===== src/cie_pkg.sv =====
// shared constants and types for the instruction execute block
package cie_pkg;

    // ********
    // widths, pointer count, reset values and direct page
    // ********
    localparam int          DATA_W      = 8;
    localparam int          ADDR_W      = 16;
    localparam int          PTR_NUM     = 4;
    localparam logic [7:0]  ACC_RST     = 8'h00;
    localparam logic [15:0] PTR_RST     = 16'h0000;
    localparam logic [7:0]  DIRECT_PAGE = 8'h00;

    // ********
    // field positions
    // ********
    localparam int SFLAG_C_BIT     = 7;
    localparam int SFLAG_CV_BIT    = 6;
    localparam int SFLAG_FULL_BIT  = 5;
    localparam int SFLAG_EMPTY_BIT = 4;
    localparam int MSB_BIT         = 7;

    // ********
    // clock divider and shift-right base
    // ********
    localparam logic [2:0] DIV_MAX_SEL = 3'h4;
    localparam logic [2:0] DIV_RST_SEL = 3'h0;
    localparam logic [3:0] SHR_BASE    = 4'h8;

    typedef enum logic [4:0] {
        CIE_OP_NOP   = 5'h00,
        CIE_OP_SUBSC = 5'h01,
        CIE_OP_MUL   = 5'h02,
        CIE_OP_MULA  = 5'h03,
        CIE_OP_MSHL  = 5'h04,
        CIE_OP_MSHR  = 5'h05,
        CIE_OP_CMP   = 5'h06,
        CIE_OP_CMPA  = 5'h07,
        CIE_OP_TSTB  = 5'h08,
        CIE_OP_SETB  = 5'h09,
        CIE_OP_CLRB  = 5'h0a,
        CIE_OP_INVB  = 5'h0b,
        CIE_OP_SFLAG = 5'h0c,
        CIE_OP_RFLAG = 5'h0d,
        CIE_OP_FREQ  = 5'h0e,
        CIE_OP_JUMP  = 5'h0f
    } cie_op_t;

    typedef enum logic [1:0] {
        CIE_SRC_REG = 2'h0,
        CIE_SRC_IMM = 2'h1,
        CIE_SRC_MEM = 2'h2
    } cie_src_t;

    typedef enum logic [2:0] {
        CIE_EA_DIRECT  = 3'h0,
        CIE_EA_IDX     = 3'h1,
        CIE_EA_IDX_OFF = 3'h2,
        CIE_EA_IDX_RG  = 3'h3,
        CIE_EA_POSTINC = 3'h4,
        CIE_EA_POSTOFF = 3'h5,
        CIE_EA_PREDEC  = 3'h6,
        CIE_EA_PREOFF  = 3'h7
    } cie_ea_t;

    typedef enum logic [3:0] {
        CIE_CC_CS = 4'h0,
        CIE_CC_CC = 4'h1,
        CIE_CC_ZS = 4'h2,
        CIE_CC_ZC = 4'h3,
        CIE_CC_VS = 4'h4,
        CIE_CC_VC = 4'h5,
        CIE_CC_EV = 4'h6,
        CIE_CC_EQ = 4'h7,
        CIE_CC_NE = 4'h8,
        CIE_CC_GT = 4'h9,
        CIE_CC_GE = 4'ha,
        CIE_CC_LT = 4'hb,
        CIE_CC_LE = 4'hc
    } cie_cc_t;

    typedef enum logic [2:0] {
        CIE_ST_IDLE = 3'b001,
        CIE_ST_MEM  = 3'b010,
        CIE_ST_EXEC = 3'b100
    } cie_state_t;

endpackage


===== src/cie_addr_gen.sv =====
// extended address computation and index update for one memory operand
module cie_addr_gen (
    input  wire logic [2:0]  ea_mode,
    input  wire logic [15:0] ptr_value,
    input  wire logic [7:0]  ea_byte,
    input  wire logic [7:0]  offset_register_three,
    output logic      [15:0] dm_address,
    output logic      [15:0] ptr_new,
    output logic             ptr_we
);

    logic [15:0] off16;
    logic [15:0] roff;

    always_comb begin
        off16      = {8'h00, ea_byte};
        roff       = {8'h00, offset_register_three};
        dm_address = ptr_value;
        ptr_new    = ptr_value;
        ptr_we     = 1'b0;
        case (cie_pkg::cie_ea_t'(ea_mode))
            cie_pkg::CIE_EA_DIRECT: begin
                dm_address = {cie_pkg::DIRECT_PAGE, ea_byte};
            end
            cie_pkg::CIE_EA_IDX: begin
                dm_address = ptr_value;
            end
            cie_pkg::CIE_EA_IDX_OFF: begin
                dm_address = ptr_value + off16;
            end
            cie_pkg::CIE_EA_IDX_RG: begin
                dm_address = ptr_value + roff;
            end
            cie_pkg::CIE_EA_POSTINC: begin
                dm_address = ptr_value;
                ptr_new    = ptr_value + 16'h0001;
                ptr_we     = 1'b1;
            end
            cie_pkg::CIE_EA_POSTOFF: begin
                dm_address = ptr_value + off16;
                ptr_new    = ptr_value + off16;
                ptr_we     = 1'b1;
            end
            cie_pkg::CIE_EA_PREDEC: begin
                dm_address = ptr_value - 16'h0001;
                ptr_new    = ptr_value - 16'h0001;
                ptr_we     = 1'b1;
            end
            cie_pkg::CIE_EA_PREOFF: begin
                dm_address = ptr_value - off16;
                ptr_new    = ptr_value - off16;
                ptr_we     = 1'b1;
            end
            default: ;
        endcase
    end

endmodule // cie_addr_gen


===== src/cie_execute.sv =====
// execute stage: arithmetic, bit, flag, clock divide, addressing and jump test
//
// Notes on behaviour
// - subtract with borrow
// - byte-split product
// - shift by multiply
// - kept and undefined flags
// - compare writes accumulator only
// - compare operand order
// - bit probe
// - bit set
// - bit clear
// - bit invert
// - status snapshot
// - shift into carry
// - clock divide, flags kept
// - access and index update together
// - eight modes, direct page zero
// - indexed offset modes keep pointer, post and pre offset modes update it
// - post increment
// - pre decrement
// - thirteen jump conditions
module cie_execute (
    input  wire logic        clk_sys,
    input  wire logic        rst_n,
    input  wire logic        op_valid,
    input  wire logic [4:0]  op_code,
    input  wire logic [1:0]  op_src,
    input  wire logic [7:0]  op_first,
    input  wire logic [7:0]  op_second,
    input  wire logic [7:0]  op_imm,
    input  wire logic [2:0]  op_bit,
    input  wire logic [3:0]  op_cond,
    input  wire logic [2:0]  ea_mode,
    input  wire logic [1:0]  ea_ptr_sel,
    input  wire logic [7:0]  ea_byte,
    input  wire logic [7:0]  offset_register_three,
    input  wire logic [7:0]  dm_rdata,
    input  wire logic        stack_full,
    input  wire logic        stack_empty,
    input  wire logic        event_line_zero,
    input  wire logic        event_line_one,
    output logic             op_ready,
    output logic             op_done,
    output logic             reg_we,
    output logic      [7:0]  reg_wdata,
    output logic      [7:0]  acc,
    output logic             flag_c,
    output logic             flag_v,
    output logic             flag_z,
    output logic             jump_taken,
    output logic             dm_re,
    output logic      [15:0] dm_addr,
    output logic             cpu_clk_en
);

    // ********
    // reset release and event pin sync
    // ********
    logic       rst_meta_reg;
    logic       rst_sync_reg;
    logic [1:0] ev_meta_reg;
    logic [1:0] ev_sync_reg;

    always_ff @(posedge clk_sys or negedge rst_n) begin
        if (!rst_n) begin
            rst_meta_reg <= 1'b0;
            rst_sync_reg <= 1'b0;
        end else begin
            rst_meta_reg <= 1'b1;
            rst_sync_reg <= rst_meta_reg;
        end
    end

    always_ff @(posedge clk_sys or negedge rst_sync_reg) begin
        if (!rst_sync_reg) begin
            ev_meta_reg <= 2'h0;
            ev_sync_reg <= 2'h0;
        end else begin
            ev_meta_reg <= {event_line_one, event_line_zero};
            ev_sync_reg <= ev_meta_reg;
        end
    end

    // ********
    // cpu clock divider
    // ********
    logic [2:0] div_sel_reg;
    logic [2:0] div_sel_next;
    logic [3:0] div_cnt_reg;
    logic [3:0] div_cnt_next;
    logic       clk_en_reg;
    logic       clk_en_next;
    logic [3:0] div_mask;
    logic       freq_wr;
    logic [2:0] freq_val;

    always_comb begin
        div_sel_next = div_sel_reg;
        div_cnt_next = div_cnt_reg + 4'h1;
        if (freq_wr) begin
            div_sel_next = freq_val;
            div_cnt_next = 4'h0;
        end
        div_mask    = 4'((5'h01 << div_sel_next) - 5'h01);
        clk_en_next = ((div_cnt_next & div_mask) == 4'h0);
    end

    always_ff @(posedge clk_sys or negedge rst_sync_reg) begin
        if (!rst_sync_reg) begin
            div_sel_reg <= cie_pkg::DIV_RST_SEL;
            div_cnt_reg <= 4'h0;
            clk_en_reg  <= 1'b0;
        end else begin
            div_sel_reg <= div_sel_next;
            div_cnt_reg <= div_cnt_next;
            clk_en_reg  <= clk_en_next;
        end
    end

    // ********
    // pointer registers
    // ********
    logic [15:0] ptr_reg [cie_pkg::PTR_NUM];
    logic [15:0] ptr_sel;
    logic [15:0] ea_addr;
    logic [15:0] ea_ptr_new;
    logic        ea_ptr_we;
    logic        accept;

    assign ptr_sel = ptr_reg[ea_ptr_sel];

    cie_addr_gen u_addr_gen (
        .ea_mode               (ea_mode),
        .ptr_value             (ptr_sel),
        .ea_byte               (ea_byte),
        .offset_register_three (offset_register_three),
        .dm_address            (ea_addr),
        .ptr_new               (ea_ptr_new),
        .ptr_we                (ea_ptr_we)
    );

    generate
        for (genvar i = 0; i < cie_pkg::PTR_NUM; i++) begin : g_ptr
            logic [15:0] ptr_next;
            always_comb begin
                ptr_next = ptr_reg[i];
                if (accept && cie_pkg::cie_src_t'(op_src) == cie_pkg::CIE_SRC_MEM
                    && ea_ptr_we && ea_ptr_sel == 2'(i)) begin
                    ptr_next = ea_ptr_new;
                end
            end
            always_ff @(posedge clk_sys or negedge rst_sync_reg) begin
                if (!rst_sync_reg) begin
                    ptr_reg[i] <= cie_pkg::PTR_RST;
                end else begin
                    ptr_reg[i] <= ptr_next;
                end
            end
        end
    endgenerate

    // ********
    // sequencing and execution
    // ********
    cie_pkg::cie_state_t state_reg, state_next;
    cie_pkg::cie_op_t    opc_reg, opc_next;
    logic [7:0]  x_reg, x_next;
    logic [7:0]  y_reg, y_next;
    logic [2:0]  bit_reg, bit_next;
    logic [3:0]  cc_reg, cc_next;
    logic        mem_reg, mem_next;
    logic [7:0]  acc_reg, acc_next;
    logic        c_reg, c_next;
    logic        v_reg, v_next;
    logic        z_reg, z_next;
    logic        we_reg, we_next;
    logic [7:0]  wd_reg, wd_next;
    logic        done_reg, done_next;
    logic        jmp_reg, jmp_next;
    logic        re_reg, re_next;
    logic [15:0] addr_reg, addr_next;
    logic        rdy_reg, rdy_next;
    logic [7:0]  y_eff;
    logic [8:0]  diff;
    logic [15:0] prod;
    logic [3:0]  shamt;
    logic [7:0]  bmask;
    logic [7:0]  res;
    logic        zero_upd;
    logic        cond;

    assign accept = op_valid && rdy_reg;

    always_comb begin
        state_next = state_reg;
        opc_next   = opc_reg;
        x_next     = x_reg;
        y_next     = y_reg;
        bit_next   = bit_reg;
        cc_next    = cc_reg;
        mem_next   = mem_reg;
        acc_next   = acc_reg;
        c_next     = c_reg;
        v_next     = v_reg;
        z_next     = z_reg;
        we_next    = 1'b0;
        wd_next    = wd_reg;
        done_next  = 1'b0;
        jmp_next   = 1'b0;
        re_next    = 1'b0;
        addr_next  = addr_reg;
        freq_wr    = 1'b0;
        freq_val   = div_sel_reg;
        zero_upd   = 1'b0;
        res        = acc_reg;
        cond       = 1'b0;
        y_eff      = mem_reg ? dm_rdata : y_reg;
        diff       = 9'h000;
        prod       = 16'h0000;
        shamt      = 4'h0;
        bmask      = 8'(8'h01 << bit_reg);
        case (state_reg)
            cie_pkg::CIE_ST_IDLE: begin
                if (accept) begin
                    opc_next = cie_pkg::cie_op_t'(op_code);
                    x_next   = op_first;
                    bit_next = op_bit;
                    cc_next  = op_cond;
                    mem_next = (cie_pkg::cie_src_t'(op_src) == cie_pkg::CIE_SRC_MEM);
                    y_next   = (cie_pkg::cie_src_t'(op_src) == cie_pkg::CIE_SRC_IMM)
                               ? op_imm : op_second;
                    if (cie_pkg::cie_src_t'(op_src) == cie_pkg::CIE_SRC_MEM) begin
                        re_next    = 1'b1;
                        addr_next  = ea_addr;
                        state_next = cie_pkg::CIE_ST_MEM;
                    end else begin
                        state_next = cie_pkg::CIE_ST_EXEC;
                    end
                end
            end
            cie_pkg::CIE_ST_MEM: begin
                state_next = cie_pkg::CIE_ST_EXEC;
            end
            cie_pkg::CIE_ST_EXEC: begin
                state_next = cie_pkg::CIE_ST_IDLE;
                done_next  = 1'b1;
                case (opc_reg)
                    cie_pkg::CIE_OP_SUBSC: begin
                        diff     = {1'b0, x_reg} - {1'b0, y_eff} - {8'h00, ~c_reg};
                        res      = diff[7:0];
                        c_next   = ~diff[8];
                        v_next   = ~diff[8];
                        zero_upd = 1'b1;
                        we_next  = 1'b1;
                        wd_next  = res;
                    end
                    cie_pkg::CIE_OP_MUL, cie_pkg::CIE_OP_MULA: begin
                        prod    = {8'h00, x_reg} * {8'h00, y_eff};
                        res     = prod[7:0];
                        we_next = 1'b1;
                        wd_next = prod[15:8];
                    end
                    cie_pkg::CIE_OP_MSHL, cie_pkg::CIE_OP_MSHR: begin
                        shamt   = (opc_reg == cie_pkg::CIE_OP_MSHL) ? {1'b0, bit_reg}
                                  : cie_pkg::SHR_BASE - {1'b0, bit_reg};
                        prod    = {8'h00, x_reg} << shamt;
                        res     = prod[7:0];
                        we_next = 1'b1;
                        wd_next = prod[15:8];
                    end
                    cie_pkg::CIE_OP_CMP, cie_pkg::CIE_OP_CMPA: begin
                        diff     = {1'b0, y_eff} - {1'b0, x_reg};
                        res      = diff[7:0];
                        c_next   = ~diff[8];
                        v_next   = ~diff[8] && (diff[7:0] != 8'h00);
                        zero_upd = 1'b1;
                    end
                    cie_pkg::CIE_OP_TSTB: begin
                        res      = x_reg & bmask;
                        zero_upd = 1'b1;
                    end
                    cie_pkg::CIE_OP_SETB, cie_pkg::CIE_OP_CLRB, cie_pkg::CIE_OP_INVB: begin
                        if (opc_reg == cie_pkg::CIE_OP_SETB) begin
                            res = x_reg | bmask;
                        end else if (opc_reg == cie_pkg::CIE_OP_CLRB) begin
                            res = x_reg & ~bmask;
                        end else begin
                            res = x_reg ^ bmask;
                        end
                        zero_upd = 1'b1;
                        we_next  = 1'b1;
                        wd_next  = res;
                    end
                    cie_pkg::CIE_OP_SFLAG: begin
                        res = 8'h00;
                        res[cie_pkg::SFLAG_C_BIT]     = c_reg;
                        res[cie_pkg::SFLAG_CV_BIT]    = c_reg ^ v_reg;
                        res[cie_pkg::SFLAG_FULL_BIT]  = stack_full;
                        res[cie_pkg::SFLAG_EMPTY_BIT] = stack_empty;
                    end
                    cie_pkg::CIE_OP_RFLAG: begin
                        res      = {y_eff[6:0], 1'b0};
                        c_next   = y_eff[cie_pkg::MSB_BIT];
                        zero_upd = 1'b1;
                    end
                    cie_pkg::CIE_OP_FREQ: begin
                        if (y_reg[2:0] <= cie_pkg::DIV_MAX_SEL) begin
                            freq_wr  = 1'b1;
                            freq_val = y_reg[2:0];
                        end
                    end
                    cie_pkg::CIE_OP_JUMP: begin
                        case (cie_pkg::cie_cc_t'(cc_reg))
                            cie_pkg::CIE_CC_CS: cond = c_reg;
                            cie_pkg::CIE_CC_CC: cond = ~c_reg;
                            cie_pkg::CIE_CC_ZS: cond = z_reg;
                            cie_pkg::CIE_CC_ZC: cond = ~z_reg;
                            cie_pkg::CIE_CC_VS: cond = v_reg;
                            cie_pkg::CIE_CC_VC: cond = ~v_reg;
                            cie_pkg::CIE_CC_EV: cond = |ev_sync_reg;
                            cie_pkg::CIE_CC_EQ: cond = z_reg;
                            cie_pkg::CIE_CC_NE: cond = ~z_reg;
                            cie_pkg::CIE_CC_GT: cond = v_reg;
                            cie_pkg::CIE_CC_GE: cond = c_reg;
                            cie_pkg::CIE_CC_LT: cond = ~c_reg;
                            cie_pkg::CIE_CC_LE: cond = ~v_reg;
                            default:            cond = 1'b0;
                        endcase
                        jmp_next = cond;
                    end
                    default: ;
                endcase
                if (opc_reg != cie_pkg::CIE_OP_FREQ && opc_reg != cie_pkg::CIE_OP_JUMP
                    && opc_reg != cie_pkg::CIE_OP_NOP) begin
                    acc_next = res;
                end
                if (zero_upd) begin
                    z_next = (res == 8'h00);
                end
            end
            default: begin
                state_next = cie_pkg::CIE_ST_IDLE;
            end
        endcase
        rdy_next = (state_next == cie_pkg::CIE_ST_IDLE) && clk_en_next && !accept;
    end

    always_ff @(posedge clk_sys or negedge rst_sync_reg) begin
        if (!rst_sync_reg) begin
            state_reg <= cie_pkg::CIE_ST_IDLE;
            opc_reg   <= cie_pkg::CIE_OP_NOP;
            x_reg     <= 8'h00;
            y_reg     <= 8'h00;
            bit_reg   <= 3'h0;
            cc_reg    <= 4'h0;
            mem_reg   <= 1'b0;
            acc_reg   <= cie_pkg::ACC_RST;
            c_reg     <= 1'b0;
            v_reg     <= 1'b0;
            z_reg     <= 1'b0;
            we_reg    <= 1'b0;
            wd_reg    <= 8'h00;
            done_reg  <= 1'b0;
            jmp_reg   <= 1'b0;
            re_reg    <= 1'b0;
            addr_reg  <= 16'h0000;
            rdy_reg   <= 1'b0;
        end else begin
            state_reg <= state_next;
            opc_reg   <= opc_next;
            x_reg     <= x_next;
            y_reg     <= y_next;
            bit_reg   <= bit_next;
            cc_reg    <= cc_next;
            mem_reg   <= mem_next;
            acc_reg   <= acc_next;
            c_reg     <= c_next;
            v_reg     <= v_next;
            z_reg     <= z_next;
            we_reg    <= we_next;
            wd_reg    <= wd_next;
            done_reg  <= done_next;
            jmp_reg   <= jmp_next;
            re_reg    <= re_next;
            addr_reg  <= addr_next;
            rdy_reg   <= rdy_next;
        end
    end

    assign op_ready   = rdy_reg;
    assign op_done    = done_reg;
    assign reg_we     = we_reg;
    assign reg_wdata  = wd_reg;
    assign acc        = acc_reg;
    assign flag_c     = c_reg;
    assign flag_v     = v_reg;
    assign flag_z     = z_reg;
    assign jump_taken = jmp_reg;
    assign dm_re      = re_reg;
    assign dm_addr    = addr_reg;
    assign cpu_clk_en = clk_en_reg;

endmodule // cie_execute


===== config.mk =====
export PLATFORM = sky130hd
export DESIGN_NAME = cie_execute
export DESIGN_NICKNAME = d
export VERILOG_FILES = /design/src/cie_pkg.sv /design/src/cie_addr_gen.sv /design/src/cie_execute.sv
export SDC_FILE = /design/constraint.sdc
export NUM_CORES = 1
export LEC_CHECK = 0
export BUFFER_PORTS_ARGS = -buffer_cell sky130_fd_sc_hd__buf_2
export CAP_MARGIN = 5
export CORE_MARGIN = 2
export CORE_UTILIZATION = 50
export DETAILED_ROUTE_END_ITERATION = 8
export PLACE_DENSITY = 0.66
export SLEW_MARGIN = 5
export SYNTH_ARGS = -nofsm -noshare
export SYNTH_HDL_FRONTEND = slang
export SYNTH_SLANG_ARGS = --single-unit

===== constraint.sdc =====
create_clock -name clk_sys -period 5.35 [get_ports clk_sys]
set_input_delay 0.535 -clock clk_sys [delete_from_list [all_inputs] [get_ports clk_sys]]
set_output_delay 0.535 -clock clk_sys [all_outputs]
set_load 0.02 [all_outputs]

# Word-level counts from Yosys, hierarchy flattened
# Index checks and enable logic that the tools add are counted.
# word_totals
regBits	150
in_bits	74
output_inout_bits	41
word_cells	188
# op_classes
addsub	11
multipliers	1
magnitude_cmp	2
eq_ne	45
n_shift	3
mux	38
n_bitwise	13
reduce_logical	46
# ops
operator	n
16-bit one-hot mux with 6 select lines	1
16-bit one-hot mux with 4 select lines	1
8-bit one-hot mux with 8 select lines	1
5-bit by 4-bit == test with 1-bit output, second input constant	8
8-bit 2-to-1 mux	5
16-bit by 8-bit adder with 16-bit output	2
16-bit binary-select mux with 2-bit select	1
16-bit 2-to-1 mux	2
8-bit one-hot mux with 4 select lines	1
2-bit OR reduction	12
4-bit == test, second input constant	5
5-bit by 3-bit == test with 1-bit output, second input constant	4
3-bit 2-to-1 mux	6
8-bit by 8-bit subtractor with 9-bit output	2
16-bit by 1-bit adder with 16-bit output, second input constant	1
8-bit AND	2
4-bit by 3-bit == test with 1-bit output, second input constant	4
8-bit by 8-bit multiplier with 16-bit output	1
8-bit OR reduction	2
8-bit by 4-bit left shift with 16-bit output	1
16-bit by 1-bit subtractor with 16-bit output, second input constant	1
16-bit by 8-bit subtractor with 16-bit output	1
3-bit == test, second input constant	5
1-bit 2-to-1 mux	14
44 further kinds	76

# Logic depth before layout (Yosys ltp)
# logic_depth
depth_word	11
mapped_depth	20
ltp_nobuf	19

# Modules after synthesis
# A second synthesis with hierarchy kept.
# hier_totals
cells_unflattened	1616
hier_area_um2	14453.9
# by_module_without_submodules
module	instances	cells_each	area_per_inst_um2	seq_area_each_um2
cie_execute	1	1088	11045.6	3754.9
cie_addr_gen	1	528	3408.3	0.0

# Least setup slack after synthesis
# Ideal clock, no wire load.
# synth_path
path_type	register to register
startpoint	register mem_reg
endpoint	register wd_reg[6], in the netlist reg_wdata[6]
setup_ns	0.136
arrival_ns	5.172
t_required_ns	5.214
slack_ns	0.042
path_stages_with_launch	21
path_buffers	1
synth_period_minus_slack_ns	5.308
path_cell_list	dfrtp_1 clkbuf_1 mux2i_1 inv_1 nand2_1 fa_1 fa_1 inv_1 fa_1 inv_1 fa_1 inv_1 ha_1 and3_1 a221o_1 nand2b_1 a31oi_1 o21ai_0 xor2_1 a21oi_1 o21ai_0
# synth_between
elab_chain_cells	4
word_cells_on_any_way	5
classes_between	2 x add/sub; 1 x mul; 2 x mux
# synth_lines
item	line	source
start, declared	cie_execute.sv:172	logic mem_reg, mem_next;
start signal, assigned	cie_execute.sv:376	mem_reg <= mem_next;
8-bit 2-to-1 mux *	cie_execute.sv:218	y_eff = mem_reg ? dm_rdata : y_reg;
parallel branches: the longest is 2 deep, another holds 8-bit by 8-bit multiplier with 16-bit output	--	
8-bit one-hot mux with 4 select lines *	cie_execute.sv:248	case (opc_reg)
end signal, assigned	cie_execute.sv:382	wd_reg <= wd_next;
end, declared	cie_execute.sv:178	logic [7:0] wd_reg, wd_next;
# Every way passes the cells marked *.
# A chain may end at the register's enable or synchronous reset.

# Final worst setup path
# Same ends and word-level chain as after synthesis.

==> results by group <==
Run status
  • Status: completed

Synth
  • Post-Syn Area: 14,100 µm²
  • Synth cell types: 90
  • Syn_nets: 1,857
  • Post-synthesis sequential area ratio: 26.6%
  • Yosys warnings: 0
  • Syn_area_per_cell: 8.72 µm²
  • Post-synth EDFFs: 0
  • Ys flop type: dfrtp_1
  • Synthesized instance count: 1,617
  • Ys async rst share: 100%
  • #FFs+latches synth: 150

Clocking
  • Clock slew at reported path FFs: 0.07 ns
  • Clock root cell: clkbuf_16
  • TritonCTS Sinks: 150
  • Clock buffer depth: 2
  • Clk_lat worst skew: 0.43 ns
  • Max H-tree Level: 4
  • Num CTS Buffers: 17
  • CTS tree: done

Setup path
  • WP data arrival: 5.37 ns
  • Setup CP Type: reg -> reg
  • Crit-path max FO: 8
  • CP Cell Sequence: buf_4 -> mux2i_1 -> buf_4 -> nor2_1 -> fa_1 -> fa_1 -> inv_1 -> fa_1 -> fa_1 -> inv_1 -> ha_1 -> and3_1 -> a221o_1 -> nand2b_1 -> a31oi_2 -> o21ai_0 -> xor2_1 -> a21oi_1 -> o21ai_0
  • CP most frequent cell: fa_1
  • CP top delay family: adder cells
  • CP Buf/Inv Count: 4
  • Endpoint class of the critical path: flop
  • Slowest stage delay, CP: 0.50 ns
  • Slowest stage cell on the critical path: fa_1
  • Start of the worst register-to-register path: mem_reg$_DFFE_PN0P_
  • Critical path launch point: mem_reg$_DFFE_PN0P_
  • CP startpoint kind: flop
  • Critical Path RT: 5.65 ns

Global routing
  • First-pass GRT wire length: 72,300 µm
  • Number of global-route vias before repair: 12.8k
  • Gr ovfl total: 0
  • Total track usage: 31.9%
  • Antenna violations before repair: 0
  • Largest net degree at the start of global routing: 73

Placement
  • Placed Area: 15,300 µm²
  • # port buffers: 114
  • Hpwl dp: 35,100 µm
  • GP Congestion: 1.03

Timing
  • Unrepaired setup endpoints after global routing: false
  • Minimum clock period: 5.07 ns
  • Final hold vios: 0
  • Worst Max-Slew Pin Slew: 1.24 ns
  • Slew Limit Fails: 0
  • Max_slew headroom: 17.4%
  • Setup_tns: 0 ns
  • Setup Viol. Count Final: 0
  • Period utilisation layout: 94.7%
  • FMAX: 0.197 GHz
  • Final clock skew: 0.0117 ns

Floorplan
  • Rows: 61
  • Die Area: 29,600 µm²
  • Die W: 172 µm
  • Starting density of the core: 50.8%
  • Core area: 27,800 µm²
  • I/O pin count: 115
  • Die height: 172 µm

Hold path
  • Worst hold path type: in -> reg
  • Hold wc startpoint: event_line_zero

Final layout
  • Diode count: 0
  • Layout net count: 1,963
  • Most frequent cells in the layout: 163 x nand2_1, 148 x dfrtp_1, 144 x nor2_1
  • Max reg flops: 64
  • P&R area growth vs syn: 12.9%
  • Post-layout instance area: 15,900 µm²
  • Most common cell after layout, fill and taps aside: nand2_1
  • Layout cells sized above 1: 18.0%

Drt
  • Antenna Nets Post-Route: 0
  • Initial DRT Pass Iterations: 6
  • Via count: 13.0k
  • Wire per inst: 22.0 µm
  • Vias per cell: 6.16
  • Starting DRC count in detailed routing: 1,498
  • Post-route DRC: 0
  • DRT Wirelength: 46,400 µm

Job
  • Max Cap Viol: 0
kinds of logic (layout without fill, tap and decap cells):
| logic type | after synthesis | count (layout) | share of synthesized area (%) |
|---|---|---|---|
| adders and majority gates | 166 | 166 | 17.2 |
| DFF | 150 | 150 | 26.6 |
| muxes | 132 | 132 | 11.6 |
| other | 1 | 1 | 0.0266 |
| buffers and inverters | 214 | 333 | 5.79 |
| xor gates and xnor gates | 68 | 68 | 4.22 |
| AOI/OAI and AO/OA | 385 | 385 | 17.7 |
| and+or+nand+nor | 501 | 501 | 16.9 |
layout make-up:
| type | count | area, µm² |
|---|---|---|
| tap | 378 | 473 |
| multi-input combinational | 1253 | 9560 |
| fill | 2601 | 11900 |
| sequential | 150 | 3760 |
| clock buffer | 20 | 447 |
| timing repair buffer | 171 | 1030 |
| clock inverter | 12 | 168 |
| inverter | 130 | 488 |
layer usage:
| metal | global-route usage [%] | up-vias | share of wire [%] |
|---|---|---|---|
| li1 | - | 5952 | - |
| met1 | 40.5 | 6228 | 40 |
| met2 | 52.6 | 671 | 47 |
| met3 | 4.72 | 176 | 7.6 |
| met4 | 17.5 | 0 | 6.1 |
| met5 | 0 | - | 0 |
path summary, 6_finish.rpt:
check,endpoint,slack [ns],depth (start not counted)
worst max-delay path,reg_wdata[6]$_DFFE_PN0P_,0.28,19
worst min-delay path,ev_meta_reg[0]$_DFF_PN0_,0.21,1
worst max register to register,reg_wdata[6]$_DFFE_PN0P_,0.28,19
worst min register to register,ev_sync_reg[1]$_DFF_PN0_,0.35,0
max in group asynchronous,ptr_reg[4]$_DFFE_PN0P_,3.61,1
min in group asynchronous,rst_sync_reg$_DFF_PN0_,0.41,2
what timing repair did:
| item | 4_1_cts | 5_1_grt |
|---|---|---|
| setup endpoints to repair | 0 | 1 |
| gates resized for setup | 0 | 2 |
| hold buffers | 1 | 0 |
| hold endpoints to repair | 2 | 0 |
| setup buffers | 0 | 0 |
cell usage after synthesis, types with 5 or more instances:
| cell type | n | area (µm²) |
|---|---|---|
| o211ai_1 | 8 | 60.1 |
| clkinv_1 | 13 | 48.8 |
| o21ai_1 | 11 | 55.1 |
| a31oi_1 | 24 | 150 |
| nand4_1 | 10 | 62.6 |
| mux2_2 | 69 | 777 |
| nand2_1 | 163 | 612 |
| mux4_2 | 14 | 315 |
| and3_1 | 14 | 87.6 |
| o21ai_0 | 101 | 505 |
| ha_1 | 119 | 1490 |
| nor4b_1 | 5 | 43.8 |
| inv_1 | 117 | 439 |
| nor2b_1 | 20 | 125 |
| o221ai_1 | 8 | 70.1 |
| o21a_1 | 8 | 60.1 |
| a21o_1 | 11 | 82.6 |
| xor2_1 | 26 | 228 |
| xnor2_1 | 42 | 368 |
| a21oi_1 | 89 | 445 |
| buf_1 | 8 | 30.0 |
| dfrtp_1 | 149 | 3730 |
| nor3_1 | 39 | 195 |
| o22a_1 | 6 | 52.6 |
| nand3_1 | 28 | 140 |
| clkbuf_1 | 67 | 251 |
| nor3b_1 | 6 | 45.0 |
| a221oi_1 | 6 | 52.6 |
| a211oi_1 | 13 | 97.6 |
| o2111ai_1 | 6 | 52.6 |
| nand2b_1 | 15 | 93.8 |
| o31ai_1 | 5 | 37.5 |
| and2_1 | 13 | 81.3 |
| mux2i_1 | 43 | 430 |
| fa_1 | 47 | 941 |
| a211o_1 | 6 | 52.6 |
| nor4_1 | 6 | 37.5 |
| a221o_1 | 6 | 60.1 |
| o22ai_1 | 17 | 106 |
| buf_2 | 8 | 40.0 |
| nor2_1 | 144 | 541 |
| or3_1 | 8 | 50.1 |
stage by stage:
step	hold slack, ns	cells	utilization (%)	worst slack (ns)
2_1_floorplan	0.239	1617	-	0.0417
3_3_place_gp	0.320	2081	55.0	0.0841
3_5_place_dp	0.321	2081	55.0	0.0893
4_1_cts	0.193	2114	57.3	0.243
5_1_grt	0.192	2114	57.3	0.0130
6_report	0.205	2114	57.3	0.284
worst reg2reg max path, cell delays in order, from the launching register on:
cell	delay (ns)
dfrtp_1	0.36
buf_4	0.24
mux2i_1	0.27
buf_4	0.23
nor2_1	0.08
fa_1	0.45
fa_1	0.50
inv_1	0.05
fa_1	0.48
fa_1	0.49
inv_1	0.04
ha_1	0.32
and3_1	0.20
a221o_1	0.33
nand2b_1	0.17
a31oi_2	0.24
o21ai_0	0.14
xor2_1	0.15
a21oi_1	0.14
o21ai_0	0.08
Power is not shown: default switching activity piles up to over one toggle a cycle in this logic, so the estimate is an artifact.
